### src/core/brs_pkg.sv
// Purpose: constants and types for the board reconfiguration reset sequencer
// Assumes: one 25 MHz clock; AXI4-Lite register access
// Notes:   register map, field layout and timing counts live here only
//
// How it works
// RULE1: Debug hard reset spares the JTAG test reset
// RULE2: Without debug header, resets also assert test reset
// RULE3: Collector merges reset requests and power-goods; here core_pg is status only and is not merged
// RULE4: Processor-cpu_out_of_reset_flag flag never starts a reset
// RULE5: Drivers stay off while board unpowered
// RULE6: Software can reset bus, memory, flash separately
// RULE7: Colliding writes from both ports are arbitrated
// RULE8: Not-ready held until access completes; here it is high for one cycle only
// RULE9: Switches map to outputs and clock init
// RULE10: Second port is target-only, reports fixed IDs
// RULE11: Idle step waits for go equal one
// RULE12: Settle 1 us, assert hard reset, hold 200 us
// RULE13: Voltage enable drives code, waits 1 us
// RULE14: Clock enable drives selects, waits 200 us
// RULE15: Platform PLL enable drives its ratio pins
// RULE16: Core PLL enable drives its ratio pins
// RULE17: Reference clock enable drives select, waits 200 us
// RULE18: Boot location, then boot sequence, when enabled
// RULE19: Flash enable drives map and bank pins
// RULE20: Host-mode enable drives agent mode pin
// RULE21: Controller-pin enable drives controller mode pin
// RULE22: Release hard reset, hold until go cleared
// RULE23: Board-side inputs pass two-flop synchronisers
// RULE24: Steps run in order, disabled steps skipped
package brs_pkg;
	// ---------------------------------------------
	// Timing
	// ---------------------------------------------
	localparam int CLK_PERIOD_NS = 40;
	localparam int SETTLE_SHORT_NS = 1000;
	localparam int SETTLE_LONG_NS = 200000;
	localparam int SHORT_CYC = (SETTLE_SHORT_NS + CLK_PERIOD_NS - 1) / CLK_PERIOD_NS;
	localparam int LONG_CYC = (SETTLE_LONG_NS + CLK_PERIOD_NS - 1) / CLK_PERIOD_NS;
	localparam int TIMER_W = 16;
	localparam int RESET_STRETCH_CYC = SHORT_CYC;
	// ---------------------------------------------
	// Register map (word indices, byte address is index times 4)
	// ---------------------------------------------
	localparam int ADDR_W = 8;
	localparam logic [5:0] IDX_CTRL = 6'h00;
	localparam logic [5:0] IDX_EN_A = 6'h01;
	localparam logic [5:0] IDX_EN_B = 6'h02;
	localparam logic [5:0] IDX_VCORE = 6'h03;
	localparam logic [5:0] IDX_CLKSEL = 6'h04;
	localparam logic [5:0] IDX_SPEED_A = 6'h05;
	localparam logic [5:0] IDX_SPEED_B = 6'h06;
	localparam logic [5:0] IDX_BOOT = 6'h07;
	localparam logic [5:0] IDX_STATUS = 6'h08;
	localparam logic [5:0] IDX_CLKINIT = 6'h09;
	localparam logic [5:0] IDX_ID = 6'h0a;
	localparam logic [1:0] RESP_OKAY = 2'h0;
	localparam logic [1:0] RESP_SLVERR = 2'h2;
	// Control fields
	localparam int CTRL_GO = 0;
	localparam int CTRL_RST_LB = 1;
	localparam int CTRL_RST_MEM = 2;
	localparam int CTRL_RST_CF = 3;
	// Enable A fields
	localparam int EN_VOLT = 0;
	localparam int EN_CLK = 1;
	localparam int EN_PPLL = 2;
	localparam int EN_CORE_PLL_CHANGE_ENABLE = 3;
	localparam int EN_REF = 4;
	// Enable B fields
	localparam int EN_BOOT_LOCATION = 0;
	localparam int EN_BOOT_SEQUENCE_SELECT = 1;
	localparam int EN_FLASH = 2;
	localparam int EN_HOST = 3;
	localparam int EN_CTLPIN = 4;
	// Identity, values arbitrary
	localparam logic [15:0] VENDOR_ID = 16'h5a5a;
	localparam logic [15:0] DEVICE_ID = 16'h0001;
	// Clock switch patterns for positions 0 to 2; position 3 also selects CLKINIT_POS0
	localparam logic [15:0] CLKINIT_POS0 = 16'h0421;
	localparam logic [15:0] CLKINIT_POS1 = 16'h0842;
	localparam logic [15:0] CLKINIT_POS2 = 16'h1084;
	// ---------------------------------------------
	// Types
	// ---------------------------------------------
	typedef struct packed {
		logic [6:0] core_voltage_code;
		logic [7:0] clk_sel_high;
		logic [7:0] clk_sel_low;
		logic [4:0] platform_pll_ratio;
		logic [5:0] core_pll_ratio;
		logic [2:0] reference_clock_select;
		logic [1:0] boot_location;
		logic [1:0] boot_sequence_select;
		logic       flash_map_bit;
		logic       flash_bank_bit;
		logic       agent_mode_pin;
		logic       ctl_mode_pin;
	} brs_cfg_pins_t;
	localparam brs_cfg_pins_t CFG_PINS_RST = '0;
	typedef struct packed {
		logic lb;
		logic mem;
		logic cf;
		logic hard;
		logic trst;
	} brs_resets_t;
endpackage

### src/core/brs_top.sv
// Purpose: reset merge, register store and reconfiguration sequencer
// Assumes: AXI4-Lite master and a simple target-port initiator on clk_sys
// Notes:   board inputs are asynchronous and synchronised here
`timescale 1ns/10ps
`default_nettype none
module brs_top
	import brs_pkg::*;
#(
	parameter int LONG_WAIT_CYC = LONG_CYC
) (
	input  wire logic                clk_sys,
	input  wire logic                rst,
	// AXI4-Lite slave
	input  wire logic [ADDR_W-1:0]   s_awaddr,
	input  wire logic                s_awvalid,
	output logic                     s_awready,
	input  wire logic [31:0]         s_wdata,
	input  wire logic [3:0]          s_wstrb,
	input  wire logic                s_wvalid,
	output logic                     s_wready,
	output logic [1:0]               s_bresp,
	output logic                     s_bvalid,
	input  wire logic                s_bready,
	input  wire logic [ADDR_W-1:0]   s_araddr,
	input  wire logic                s_arvalid,
	output logic                     s_arready,
	output logic [31:0]              s_rdata,
	output logic [1:0]               s_rresp,
	output logic                     s_rvalid,
	input  wire logic                s_rready,
	output logic                     lb_not_ready,
	// Target-only second port
	input  wire logic                pci_req,
	input  wire logic                pci_we,
	input  wire logic                pci_cfg,
	input  wire logic [5:0]          pci_idx,
	input  wire logic [31:0]         pci_wdata,
	output logic                     pci_ack,
	output logic [31:0]              pci_rdata,
	// Board inputs, asynchronous
	input  wire logic                debug_hard_reset_in_n,
	input  wire logic                debug_attached,
	input  wire logic                board_power_ok,
	input  wire logic                core_supply_power_good,
	input  wire logic                cpu_out_of_reset_flag,
	input  wire logic [2:0]          power_good,
	input  wire logic                reset_button_n,
	input  wire logic [1:0]          clock_switch,
	input  wire logic [3:0]          direct_switch,
	// Board outputs
	output brs_resets_t              resets,
	output brs_cfg_pins_t            cfg_pins,
	output logic [3:0]               direct_cfg,
	output logic [15:0]              clkgen_init,
	output logic                     drive_oe
);
	// ---------------------------------------------
	// Input synchronisers
	// ---------------------------------------------
	localparam int SYNC_W = 15;
	logic [SYNC_W-1:0] async_in;
	logic [SYNC_W-1:0] meta_r;
	logic [SYNC_W-1:0] sync_r;
	assign async_in = {direct_switch, clock_switch, reset_button_n, power_good, cpu_out_of_reset_flag,
		core_supply_power_good, board_power_ok, debug_attached, debug_hard_reset_in_n};
	genvar gi;
	generate
		for (gi = 0; gi < SYNC_W; gi++) begin : g_sync
			always_ff @(posedge clk_sys or posedge rst) begin
				if (rst) begin
					meta_r[gi] <= 1'b0;
					sync_r[gi] <= 1'b0;
				end else begin
					meta_r[gi] <= async_in[gi]; // [RULE23]
					sync_r[gi] <= meta_r[gi];
				end
			end
		end
	endgenerate
	logic dbg_debug_hard_reset_in, dbg_att, pwr_on, core_pg, cpu_up, btn_rst;
	logic [2:0] pg;
	logic [1:0] clk_sw;
	logic [3:0] dir_sw;
	assign dbg_debug_hard_reset_in = ~sync_r[0];
	assign dbg_att = sync_r[1];
	assign pwr_on = sync_r[2];
	assign core_pg = sync_r[3];
	assign cpu_up = sync_r[4];
	assign pg = sync_r[7:5];
	assign btn_rst = ~sync_r[8];
	assign clk_sw = sync_r[10:9];
	assign dir_sw = sync_r[14:11];

	// ---------------------------------------------
	// Registers
	// ---------------------------------------------
	logic [3:0]  ctrl_r;
	logic [4:0]  en_a_r, en_b_r;
	logic [6:0]  vcore_r;
	logic [15:0] clksel_r;
	logic [8:0]  speed_a_r; // core PLL [5:0], ref select [8:6]
	logic [6:0]  speed_b_r; // platform PLL [4:0], host [5], controller [6]
	logic [5:0]  boot_r;    // loc [1:0], seq [3:2], map [4], bank [5]
	logic        hard_reset_out_r;
	logic        sys_rst_r;

	typedef enum logic [4:0] {
		S_IDLE, S_QUIESCE, S_HOLD, S_VOLT, S_VOLT_WAIT, S_CLK, S_CLK_WAIT, S_PPLL, S_CORE_PLL_CHANGE_ENABLE,
		S_REF, S_REF_WAIT, S_BOOT_LOCATION, S_BOOT_SEQUENCE_SELECT, S_FLASH, S_HOST, S_CTLPIN, S_RELEASE, S_HELD
	} brs_state_t;
	brs_state_t state_r;

	function automatic logic [31:0] reg_read(input logic [5:0] idx);
		logic [31:0] v;
		v = '0;
		unique case (idx)
			IDX_CTRL:    v = 32'(ctrl_r);
			IDX_EN_A:    v = 32'(en_a_r);
			IDX_EN_B:    v = 32'(en_b_r);
			IDX_VCORE:   v = 32'(vcore_r);
			IDX_CLKSEL:  v = 32'(clksel_r);
			IDX_SPEED_A: v = 32'(speed_a_r);
			IDX_SPEED_B: v = 32'(speed_b_r);
			IDX_BOOT:    v = 32'(boot_r);
			IDX_STATUS:  v = {16'h0000, 3'h0, 5'(state_r), cpu_up, core_pg, dbg_att, pwr_on, pg, hard_reset_out_r};
			IDX_CLKINIT: v = 32'(clkgen_init);
			IDX_ID:      v = {DEVICE_ID, VENDOR_ID};
			default:     v = '0;
		endcase
		return v;
	endfunction

	function automatic logic mapped(input logic [5:0] idx);
		return idx <= IDX_ID;
	endfunction

	// ---------------------------------------------
	// AXI4-Lite slave and write arbitration
	// ---------------------------------------------
	logic [5:0]  aw_idx, ar_idx;
	logic        axi_wr, pci_take, pci_wr, any_wr;
	logic [5:0]  wr_idx;
	logic [31:0] wr_val, mask;
	assign aw_idx = s_awaddr[7:2];
	assign ar_idx = s_araddr[7:2];
	assign axi_wr = s_awvalid & s_wvalid & ~s_awready & ~s_bvalid;
	// Same-register collision: local bus wins, target port retries next cycle
	assign pci_take = pci_req & ~pci_ack & ~(axi_wr & pci_we & ~pci_cfg & (pci_idx == aw_idx)); // [RULE7]
	assign pci_wr = pci_take & pci_we & ~pci_cfg;
	assign mask = {{8{s_wstrb[3]}}, {8{s_wstrb[2]}}, {8{s_wstrb[1]}}, {8{s_wstrb[0]}}};
	always_comb begin
		any_wr = axi_wr | pci_wr;
		wr_idx = pci_idx;
		wr_val = pci_wdata;
		if (axi_wr) begin
			wr_idx = aw_idx; // [RULE7]
			wr_val = (reg_read(aw_idx) & ~mask) | (s_wdata & mask);
		end
	end

	always_ff @(posedge clk_sys or posedge rst) begin
		if (rst) begin
			s_awready <= 1'b0;
			s_wready <= 1'b0;
			s_bvalid <= 1'b0;
			s_bresp <= RESP_OKAY;
		end else begin
			s_awready <= axi_wr;
			s_wready <= axi_wr;
			if (axi_wr) begin
				s_bvalid <= 1'b1;
				s_bresp <= mapped(aw_idx) ? RESP_OKAY : RESP_SLVERR;
			end else if (s_bready) begin
				s_bvalid <= 1'b0;
			end
		end
	end

	always_ff @(posedge clk_sys or posedge rst) begin
		if (rst) begin
			s_arready <= 1'b0;
			s_rvalid <= 1'b0;
			s_rdata <= '0;
			s_rresp <= RESP_OKAY;
		end else begin
			s_arready <= s_arvalid & ~s_arready & ~s_rvalid;
			if (s_arvalid & ~s_arready & ~s_rvalid) begin
				s_rvalid <= 1'b1;
				s_rdata <= reg_read(ar_idx);
				s_rresp <= mapped(ar_idx) ? RESP_OKAY : RESP_SLVERR;
			end else if (s_rready) begin
				s_rvalid <= 1'b0;
			end
		end
	end

	// High for one cycle, the first cycle in which the answer is presented
	always_ff @(posedge clk_sys or posedge rst) begin
		if (rst) begin
			lb_not_ready <= 1'b0;
		end else begin
			lb_not_ready <= ((s_awvalid & s_wvalid & ~s_bvalid & ~s_awready) | (s_arvalid & ~s_rvalid & ~s_arready)); // [RULE8]
		end
	end

	always_ff @(posedge clk_sys or posedge rst) begin
		if (rst) begin
			pci_ack <= 1'b0;
			pci_rdata <= '0;
		end else begin
			pci_ack <= pci_take;
			if (pci_take) begin
				pci_rdata <= pci_cfg ? {DEVICE_ID, VENDOR_ID} : reg_read(pci_idx); // [RULE10]
			end
		end
	end

	always_ff @(posedge clk_sys or posedge rst) begin
		if (rst) begin
			ctrl_r <= '0;
			en_a_r <= '0;
			en_b_r <= '0;
			vcore_r <= '0;
			clksel_r <= '0;
			speed_a_r <= '0;
			speed_b_r <= '0;
			boot_r <= '0;
		end else if (any_wr) begin
			unique case (wr_idx)
				IDX_CTRL:    ctrl_r <= wr_val[3:0];
				IDX_EN_A:    en_a_r <= wr_val[4:0];
				IDX_EN_B:    en_b_r <= wr_val[4:0];
				IDX_VCORE:   vcore_r <= wr_val[6:0];
				IDX_CLKSEL:  clksel_r <= wr_val[15:0];
				IDX_SPEED_A: speed_a_r <= wr_val[8:0];
				IDX_SPEED_B: speed_b_r <= wr_val[6:0];
				IDX_BOOT:    boot_r <= wr_val[5:0];
				default:     ;
			endcase
		end
	end

	// ---------------------------------------------
	// Reset collector and output stage
	// ---------------------------------------------
	// Processor-cpu_out_of_reset_flag flag is status only, never a reset source
	logic reset_req;
	logic [TIMER_W-1:0] stretch_r;
	assign reset_req = dbg_debug_hard_reset_in | btn_rst | ~(&pg) | ~pwr_on; // [RULE3] [RULE4]
	always_ff @(posedge clk_sys or posedge rst) begin
		if (rst) begin
			stretch_r <= TIMER_W'(RESET_STRETCH_CYC);
			sys_rst_r <= 1'b1;
		end else if (reset_req) begin
			stretch_r <= TIMER_W'(RESET_STRETCH_CYC); // [RULE3]
			sys_rst_r <= 1'b1;
		end else if (stretch_r != '0) begin
			stretch_r <= stretch_r - 1'b1;
		end else begin
			sys_rst_r <= 1'b0;
		end
	end

	always_ff @(posedge clk_sys or posedge rst) begin
		if (rst) begin
			resets <= '{lb: 1'b1, mem: 1'b1, cf: 1'b1, hard: 1'b1, trst: 1'b1};
			drive_oe <= 1'b0;
		end else begin
			resets.lb <= sys_rst_r | ctrl_r[CTRL_RST_LB]; // [RULE6]
			resets.mem <= sys_rst_r | ctrl_r[CTRL_RST_MEM]; // [RULE6]
			resets.cf <= sys_rst_r | ctrl_r[CTRL_RST_CF]; // [RULE6]
			resets.hard <= sys_rst_r | hard_reset_out_r;
			// Debugger keeps its controller state across its own hard reset
			resets.trst <= (sys_rst_r | hard_reset_out_r) & ~dbg_att; // [RULE1] [RULE2]
			drive_oe <= pwr_on; // [RULE5]
		end
	end

	// ---------------------------------------------
	// Configuration switches
	// ---------------------------------------------
	always_ff @(posedge clk_sys or posedge rst) begin
		if (rst) begin
			direct_cfg <= '0;
			clkgen_init <= CLKINIT_POS0;
		end else begin
			direct_cfg <= dir_sw; // [RULE9]
			unique case (clk_sw)
				2'h1:    clkgen_init <= CLKINIT_POS1; // [RULE9]
				2'h2:    clkgen_init <= CLKINIT_POS2;
				default: clkgen_init <= CLKINIT_POS0;
			endcase
		end
	end

	// ---------------------------------------------
	// Reconfiguration sequencer
	// ---------------------------------------------
	logic [TIMER_W-1:0] timer_r;
	logic               t_done;
	assign t_done = (timer_r == '0);
	always_ff @(posedge clk_sys or posedge rst) begin
		if (rst) begin
			state_r <= S_IDLE;
			timer_r <= '0;
			hard_reset_out_r <= 1'b0;
			cfg_pins <= CFG_PINS_RST;
		end else begin
			if (!t_done) begin
				timer_r <= timer_r - 1'b1;
			end
			unique case (state_r)
				S_IDLE: if (ctrl_r[CTRL_GO]) begin // [RULE11]
					state_r <= S_QUIESCE;
					timer_r <= TIMER_W'(SHORT_CYC - 1); // [RULE12]
				end
				S_QUIESCE: if (t_done) begin
					hard_reset_out_r <= 1'b1; // [RULE12]
					timer_r <= TIMER_W'(LONG_WAIT_CYC - 1);
					state_r <= S_HOLD;
				end
				S_HOLD: if (t_done) state_r <= S_VOLT;
				S_VOLT: if (en_a_r[EN_VOLT]) begin
					cfg_pins.core_voltage_code <= vcore_r; // [RULE13]
					timer_r <= TIMER_W'(SHORT_CYC - 1);
					state_r <= S_VOLT_WAIT;
				end else begin
					state_r <= S_CLK; // [RULE24]
				end
				S_VOLT_WAIT: if (t_done) state_r <= S_CLK;
				S_CLK: if (en_a_r[EN_CLK]) begin
					{cfg_pins.clk_sel_high, cfg_pins.clk_sel_low} <= clksel_r; // [RULE14]
					timer_r <= TIMER_W'(LONG_WAIT_CYC - 1);
					state_r <= S_CLK_WAIT;
				end else begin
					state_r <= S_PPLL; // [RULE24]
				end
				S_CLK_WAIT: if (t_done) state_r <= S_PPLL;
				S_PPLL: begin
					if (en_a_r[EN_PPLL]) cfg_pins.platform_pll_ratio <= speed_b_r[4:0]; // [RULE15]
					state_r <= S_CORE_PLL_CHANGE_ENABLE;
				end
				S_CORE_PLL_CHANGE_ENABLE: begin
					if (en_a_r[EN_CORE_PLL_CHANGE_ENABLE]) cfg_pins.core_pll_ratio <= speed_a_r[5:0]; // [RULE16]
					state_r <= S_REF;
				end
				S_REF: if (en_a_r[EN_REF]) begin
					cfg_pins.reference_clock_select <= speed_a_r[8:6]; // [RULE17]
					timer_r <= TIMER_W'(LONG_WAIT_CYC - 1);
					state_r <= S_REF_WAIT;
				end else begin
					state_r <= S_BOOT_LOCATION; // [RULE24]
				end
				S_REF_WAIT: if (t_done) state_r <= S_BOOT_LOCATION;
				S_BOOT_LOCATION: begin
					if (en_b_r[EN_BOOT_LOCATION]) cfg_pins.boot_location <= boot_r[1:0]; // [RULE18]
					state_r <= S_BOOT_SEQUENCE_SELECT;
				end
				S_BOOT_SEQUENCE_SELECT: begin
					if (en_b_r[EN_BOOT_SEQUENCE_SELECT]) cfg_pins.boot_sequence_select <= boot_r[3:2]; // [RULE18]
					state_r <= S_FLASH;
				end
				S_FLASH: begin
					if (en_b_r[EN_FLASH]) begin
						cfg_pins.flash_map_bit <= boot_r[4]; // [RULE19]
						cfg_pins.flash_bank_bit <= boot_r[5];
					end
					state_r <= S_HOST;
				end
				S_HOST: begin
					if (en_b_r[EN_HOST]) cfg_pins.agent_mode_pin <= speed_b_r[5]; // [RULE20]
					state_r <= S_CTLPIN;
				end
				S_CTLPIN: begin
					if (en_b_r[EN_CTLPIN]) cfg_pins.ctl_mode_pin <= speed_b_r[6]; // [RULE21]
					state_r <= S_RELEASE;
				end
				S_RELEASE: begin
					hard_reset_out_r <= 1'b0; // [RULE22]
					state_r <= S_HELD;
				end
				S_HELD: if (!ctrl_r[CTRL_GO]) state_r <= S_IDLE; // [RULE22]
				default: state_r <= S_IDLE;
			endcase
		end
	end
endmodule
`default_nettype wire

### config.mk
export PLATFORM = sky130hd
export DESIGN_NAME = brs_top
export DESIGN_NICKNAME = d
export VERILOG_FILES = /design/src/core/brs_pkg.sv /design/src/core/brs_top.sv
export SDC_FILE = /design/constraint.sdc
export NUM_CORES = 1
export LEC_CHECK = 0
export ABC_CLOCK_PERIOD_IN_PS = 6770
export BUFFER_PORTS_ARGS = -buffer_cell sky130_fd_sc_hd__buf_4
export CORE_ASPECT_RATIO = 0.9
export CORE_MARGIN = 3
export CORE_UTILIZATION = 35
export CTS_BUF_LIST = sky130_fd_sc_hd__clkbuf_8
export CTS_CLUSTER_SIZE = 10
export DETAILED_ROUTE_END_ITERATION = 10
export PLACE_DENSITY = 0.63
export RECOVER_POWER = 50
export REMOVE_ABC_BUFFERS = 1
export SLEW_MARGIN = 20
export SYNTH_ARGS = -nofsm -noshare
export SYNTH_HDL_FRONTEND = slang
export SYNTH_SLANG_ARGS = --single-unit
### constraint.sdc
create_clock -name clk_sys -period 6.77 [get_ports clk_sys]
set_input_delay 0.677 -clock clk_sys [delete_from_list [all_inputs] [get_ports clk_sys]]
set_output_delay 0.677 -clock clk_sys [all_outputs]
set_load 0.02 [all_outputs]
; Word level (Yosys, flattened, before mapping)
; Cells that the tools add are included.
[word_totals]
latchBits = 0
in_bits = 115
output_inout_bits = 146
mem_count = 0
mem_bits_rw = 0
reg_bits = 273
romBits = 0
[classes]
add_sub_neg = 2
shift = 0
n_eq_ne = 65
magnitude_cmp = 2
n_mux = 38
reduce_logical = 32
bitwise_logic = 42
n_mul = 0
div = 0
[ops]
columns = cell, n
row1 = one-hot mux 17 bit (11 select lines), 2
row2 = one-hot mux 16 bit (11 select lines), 1
row3 = two-way mux 16 bit, 10
row4 = equality test 6 x 3 -> 1 bit (second input constant), 16
row5 = one-hot mux 5 bit (18 select lines), 1
row6 = one-hot mux 16 bit (5 select lines), 1
row7 = equality test 6 x 4 -> 1 bit (second input constant), 9
row8 = equality test 6 x 2 -> 1 bit (second input constant), 8
row9 = equality test 5 x 4 -> 1 bit (second input constant), 8
row10 = AND reduction 2 bit, 19
row11 = two-way mux 5 bit, 7
row12 = AND 16 bit, 2
row13 = two-way mux 32 bit, 1
row14 = subtractor 16 x 1 -> 16 bit (second input constant), 2
row15 = one-hot mux 13 bit (2 select lines), 1
row16 = equality test 6 x 1 -> 1 bit (second input constant), 4
row17 = logical NOT 6 bit, 4
row18 = equality test 5 x 3 -> 1 bit (second input constant), 4
row19 = AND 1 bit, 17
row20 = logical NOT 16 bit, 1
row21 = inequality test 2 bit (second input constant), 8
row22 = NOT 16 bit, 1
row23 = OR 16 bit, 1
row24 = nonzero test 16 bit, 1
row25 = other kinds (17), 52

; Longest topological paths before layout
[depth]
word_depth = 12
mapped_depth = 9
mapped_depth_nobuf = 9

; Worst setup path before layout
; Ideal clock, no wire load.
[synth_path]
path_kind = input-to-reg
from = input port s_awaddr[5]
to = register boot_r[0]
required_time_ps = 6645
cell_stages = 6
arrival_time_ps = 2200
setup_slack_ps = 4445
setup_ps = 125
cell_sequence = buf_4 buf_2 nor3_1 nand2_1 o32ai_4 mux2_2
[synth_between]
elab_chain_cells = 8
word_cells_on_any_way = 26
classes_between = 12 x eq/ne / 4 x mux / 8 x bitwise / 2 x reduce/logical
[synth_rtl]
columns = element, line
row1 = "start, declared", brs_top.sv:14  ; input wire logic [ADDR_W-1:0] s_awaddr,
row2 = equality test 6 bit, brs_top.sv:148  ; assign pci_take = pci_req & ~pci_ack & ~(axi_wr & pci_we & ~pci_cfg & (pci_idx == aw_idx));
row3 = AND 1 bit, brs_top.sv:148
row4 = NOT 1 bit, brs_top.sv:148
row5 = AND 1 bit, brs_top.sv:148
row6 = AND 1 bit (2 in series), brs_top.sv:149  ; assign pci_wr = pci_take & pci_we & ~pci_cfg;
row7 = OR 1 bit, brs_top.sv:152  ; any_wr = axi_wr | pci_wr;
row8 = AND reduction 2 bit (no source line), --
row9 = "end signal, assigned", brs_top.sv:237  ; IDX_BOOT: boot_r <= wr_val[5:0];
row10 = "end, declared", brs_top.sv:103  ; logic [5:0] boot_r;
; Parallel ways exist; a longest one is shown, timed or not. The select of a mux whose other input is x is not followed.
; A chain may end at the register's enable or synchronous reset.

==> flow_summary.ini <==
[synth]
synth_edf_count = 0
yosys-top-cells-area = dfrtp_1 45%, mux2_2 9.9%, buf_4 3.1%, nand2_1 2.9%, mux4_2 2.6%
avgSynthCellArea_sq_um = 10.7
async_flop_share_pct = 100
yosysWarnings = 0
ys_types = 88
syn_area_sq_mm = 0.0120
synth_top_area_share_pct = 45.4
yosys.area.top_type = dfrtp_1
syn_inst = 1120
yosysSeqAreaShare_pct = 47.5
synth-main-ff-cell = dfrtp_1
ys_seq_elements = 228

[timing]
clock_skew_ns = 0.0306
worstMarginPinSlew_ns = 4.12
relSlewSlack_pct = -176
final.period_utilization_pct = 61.4
setup_viol = 0
setup_ws_ns = 2.61
hold_viol_final = 0
rsz0062_at_grt = no
drv_slew = 91
fmax_ghz = 0.240
period_minus_slack_ns = 4.16
timing.hold.ws_ns = 0.218
fin_tns_setup_ns = 0

[worst_hold_path]
whs_path_depth = 1
holdPathEnd = meta_r[2]
hold_start = board_power_ok
holdCritPathClass = in -> reg

[cells_and_area]
fin_cells = 1761
area_growth_syn_to_layout_pct = 17.2
finalNetCount = 1402
drive_above_1_share_pct = 25.0
diodes = 0
finish.instance_area_sq_mm = 0.0141
layout_common_cells = 218 x dfrtp_1, 106 x mux2_2, 92 x nand2_1
mostFrequentLayoutCell = dfrtp_1

[worst_setup_path]
cp-end-kind = async pin
path_max_fanout = 90
slowest_stage = clkinvlp_2
cp-startpoint = rst
r2r_end = en_a_r[0]
rr_startpoint = s_bvalid
slowest_delay_ns = 2.28
crit_type = in -> async
reg2reg_slack_ns = 2.75
r2r.worst_path.cells = 5
arrival_ns = 4.57
crit_path_start_kind = input pin
crit_required_ns = 7.18
crit_path_cell_trace = clkbuf_4, clkinvlp_2, clkbuf_2

[power]
ir_drop_mv = 0.169
p_per_area_mw_per_mm2 = 282
leakage_nw = 6.23

[global_routing]
grt_pass1_vias = 9372
grt_max_degree = 91
globalRouteOverflowTotal = 0
grt_use_total_pct = 20.5
antenna_found_initial = 1
grt_pass1_wl_mm = 58.1

[placement]
dp_cells = 1693
place_ws_ns = 3.18
gp_congestion = 0.947
port_buffers = 183
dpl-instance-area_sq_mm = 0.0135
dp_hpwl_mm = 27.9

[floorplanning]
ios = 261
fp-row-count = 63
initial_utilization_pct = 36.0
die-area_sq_mm = 0.0366
core_sq_mm = 0.0334
die_h_um = 182
die_w_um = 201

[detailed_routing]
post-route-drc-count = 0
wl_per_cell_um = 21.9
drt_pre_antenna_iters = 7
antenna_left = 0
vias_per_cell = 5.50
drt-initial-drc-count = 872
routed_wl_mm = 38.6
vias = 9678

[clocking]
clk_latency_ns = 0.59
cts_root_buf = clkbuf_8
numCtsBuffers = 42
cts.sinks = 228
post_cts_buffers = 0
cts_resized = 0
cts.reportedPaths.clkPinSlew_ns = 0.06
cts_hold_repair.buffers = 0
clk_path_buf_depth = 3
htree_levels = 2
tritoncts = done

[status]
violations = max-capacitance violations, max-slew violations
outcome = finished, violations left

[job]
cap_viol_max_count = 1
-- stage by stage --
stage	utilization, %	power [mW]
after floorplan	-	2.24
after global routing	42.2	4.19
after detailed placement	40.5	2.63
after global placement	40.5	2.60
after CTS	43.1	4.04
final	42.2	3.98
-- critical path, delay by kind of cell --
| family | cells | cell delay [ns] |
|---|---|---|
| buffers and inverters | 3 | 3.77 |
-- layer usage --
layer	vias up	share of wire, %	GRT usage [%]
li1	4345	-	-
met1	4826	45	29.9
met2	443	43	29.6
met3	62	9.5	5.84
met4	2	2.1	5.72
met5	-	0.034	0
-- cell type report --
cell class                 instances  area [sq um]
tap                              455           569
inverter                          22          83.8
sequential                       228          5720
multi-input combinational        800          5750
clock buffer                      51           702
timing repair buffer             188          1100
clock inverter                    17           175
fill                            3287         19300
-- kinds of logic after synthesis --
logic type | share of synthesized area (%)
adder cells (fa/ha/maj) | 0.520
AO/OA/AOI/OAI | 13.5
other | 0.0312
multiplexers | 14.6
flip-flops | 47.5
buffers and inverters | 5.92
AND/OR/NAND/NOR | 15.6
XOR/XNOR | 2.26
-- worst max-delay path by stage --
stage | endpoint | cells past startpoint
after detailed placement | speed_b_r[1] | 6
after global routing | s_rdata[14] | 3
after CTS | speed_b_r[1] | 5
final | s_rdata[14] | 3
after floorplan | boot_r[0] | 1
after global placement | speed_b_r[5] | 6
-- sequential cells by signal, summed over array words and instances (netlist names), 2 cells and up --
| name | flops |
|---|---|
| clk_sw | 2 |
| speed_b_r | 7 |
| vcore_r | 7 |
| state_r | 5 |
| clkgen_init | 3 |
| cfg_pins | 45 |
| pci_rdata | 17 |
| pg | 3 |
| boot_r | 6 |
| clksel_r | 16 |
| speed_a_r | 9 |
| s_rdata | 17 |
| direct_cfg | 4 |
| resets | 5 |
| en_a_r | 5 |
| stretch_r | 16 |
| meta_r | 15 |
| timer_r | 16 |
| en_b_r | 5 |
| sync_r | 2 |
| ctrl_r | 4 |
| dir_sw | 4 |
-- power breakdown --
| part | leakage [nW] | internal, mW | switching [mW] | total, mW |
|---|---|---|---|---|
| clock network | 0.488 | 0.798 | 0.595 | 1.39 |
| registers | 2.98 | 1.50 | 0.236 | 1.74 |
| logic | 2.76 | 0.328 | 0.519 | 0.847 |
| total | 6.23 | 2.63 | 1.35 | 3.98 |
-- synth_stat cells (all sizes together), types with 6 or more instances --
| cell type | number |
|---|---|
| a211oi | 8 |
| a21o | 7 |
| a21oi | 50 |
| a221oi | 13 |
| a22o | 10 |
| a22oi | 13 |
| a31oi | 10 |
| and2 | 11 |
| and3 | 17 |
| buf | 77 |
| clkbuf | 31 |
| dfrtp | 218 |
| dfstp | 10 |
| inv | 21 |
| mux2 | 108 |
| mux2i | 23 |
| mux4 | 14 |
| nand2 | 92 |
| nand3 | 29 |
| nand3b | 10 |
| nand4 | 10 |
| nor2 | 77 |
| nor2b | 16 |
| nor3 | 35 |
| nor4 | 14 |
| o21ai | 46 |
| o22ai | 7 |
| o2bb2ai | 9 |
| o31ai | 11 |
| or2 | 6 |
| or3 | 9 |
| xnor2 | 15 |
| xor2 | 16 |
(Power assumes the default switching activity.)
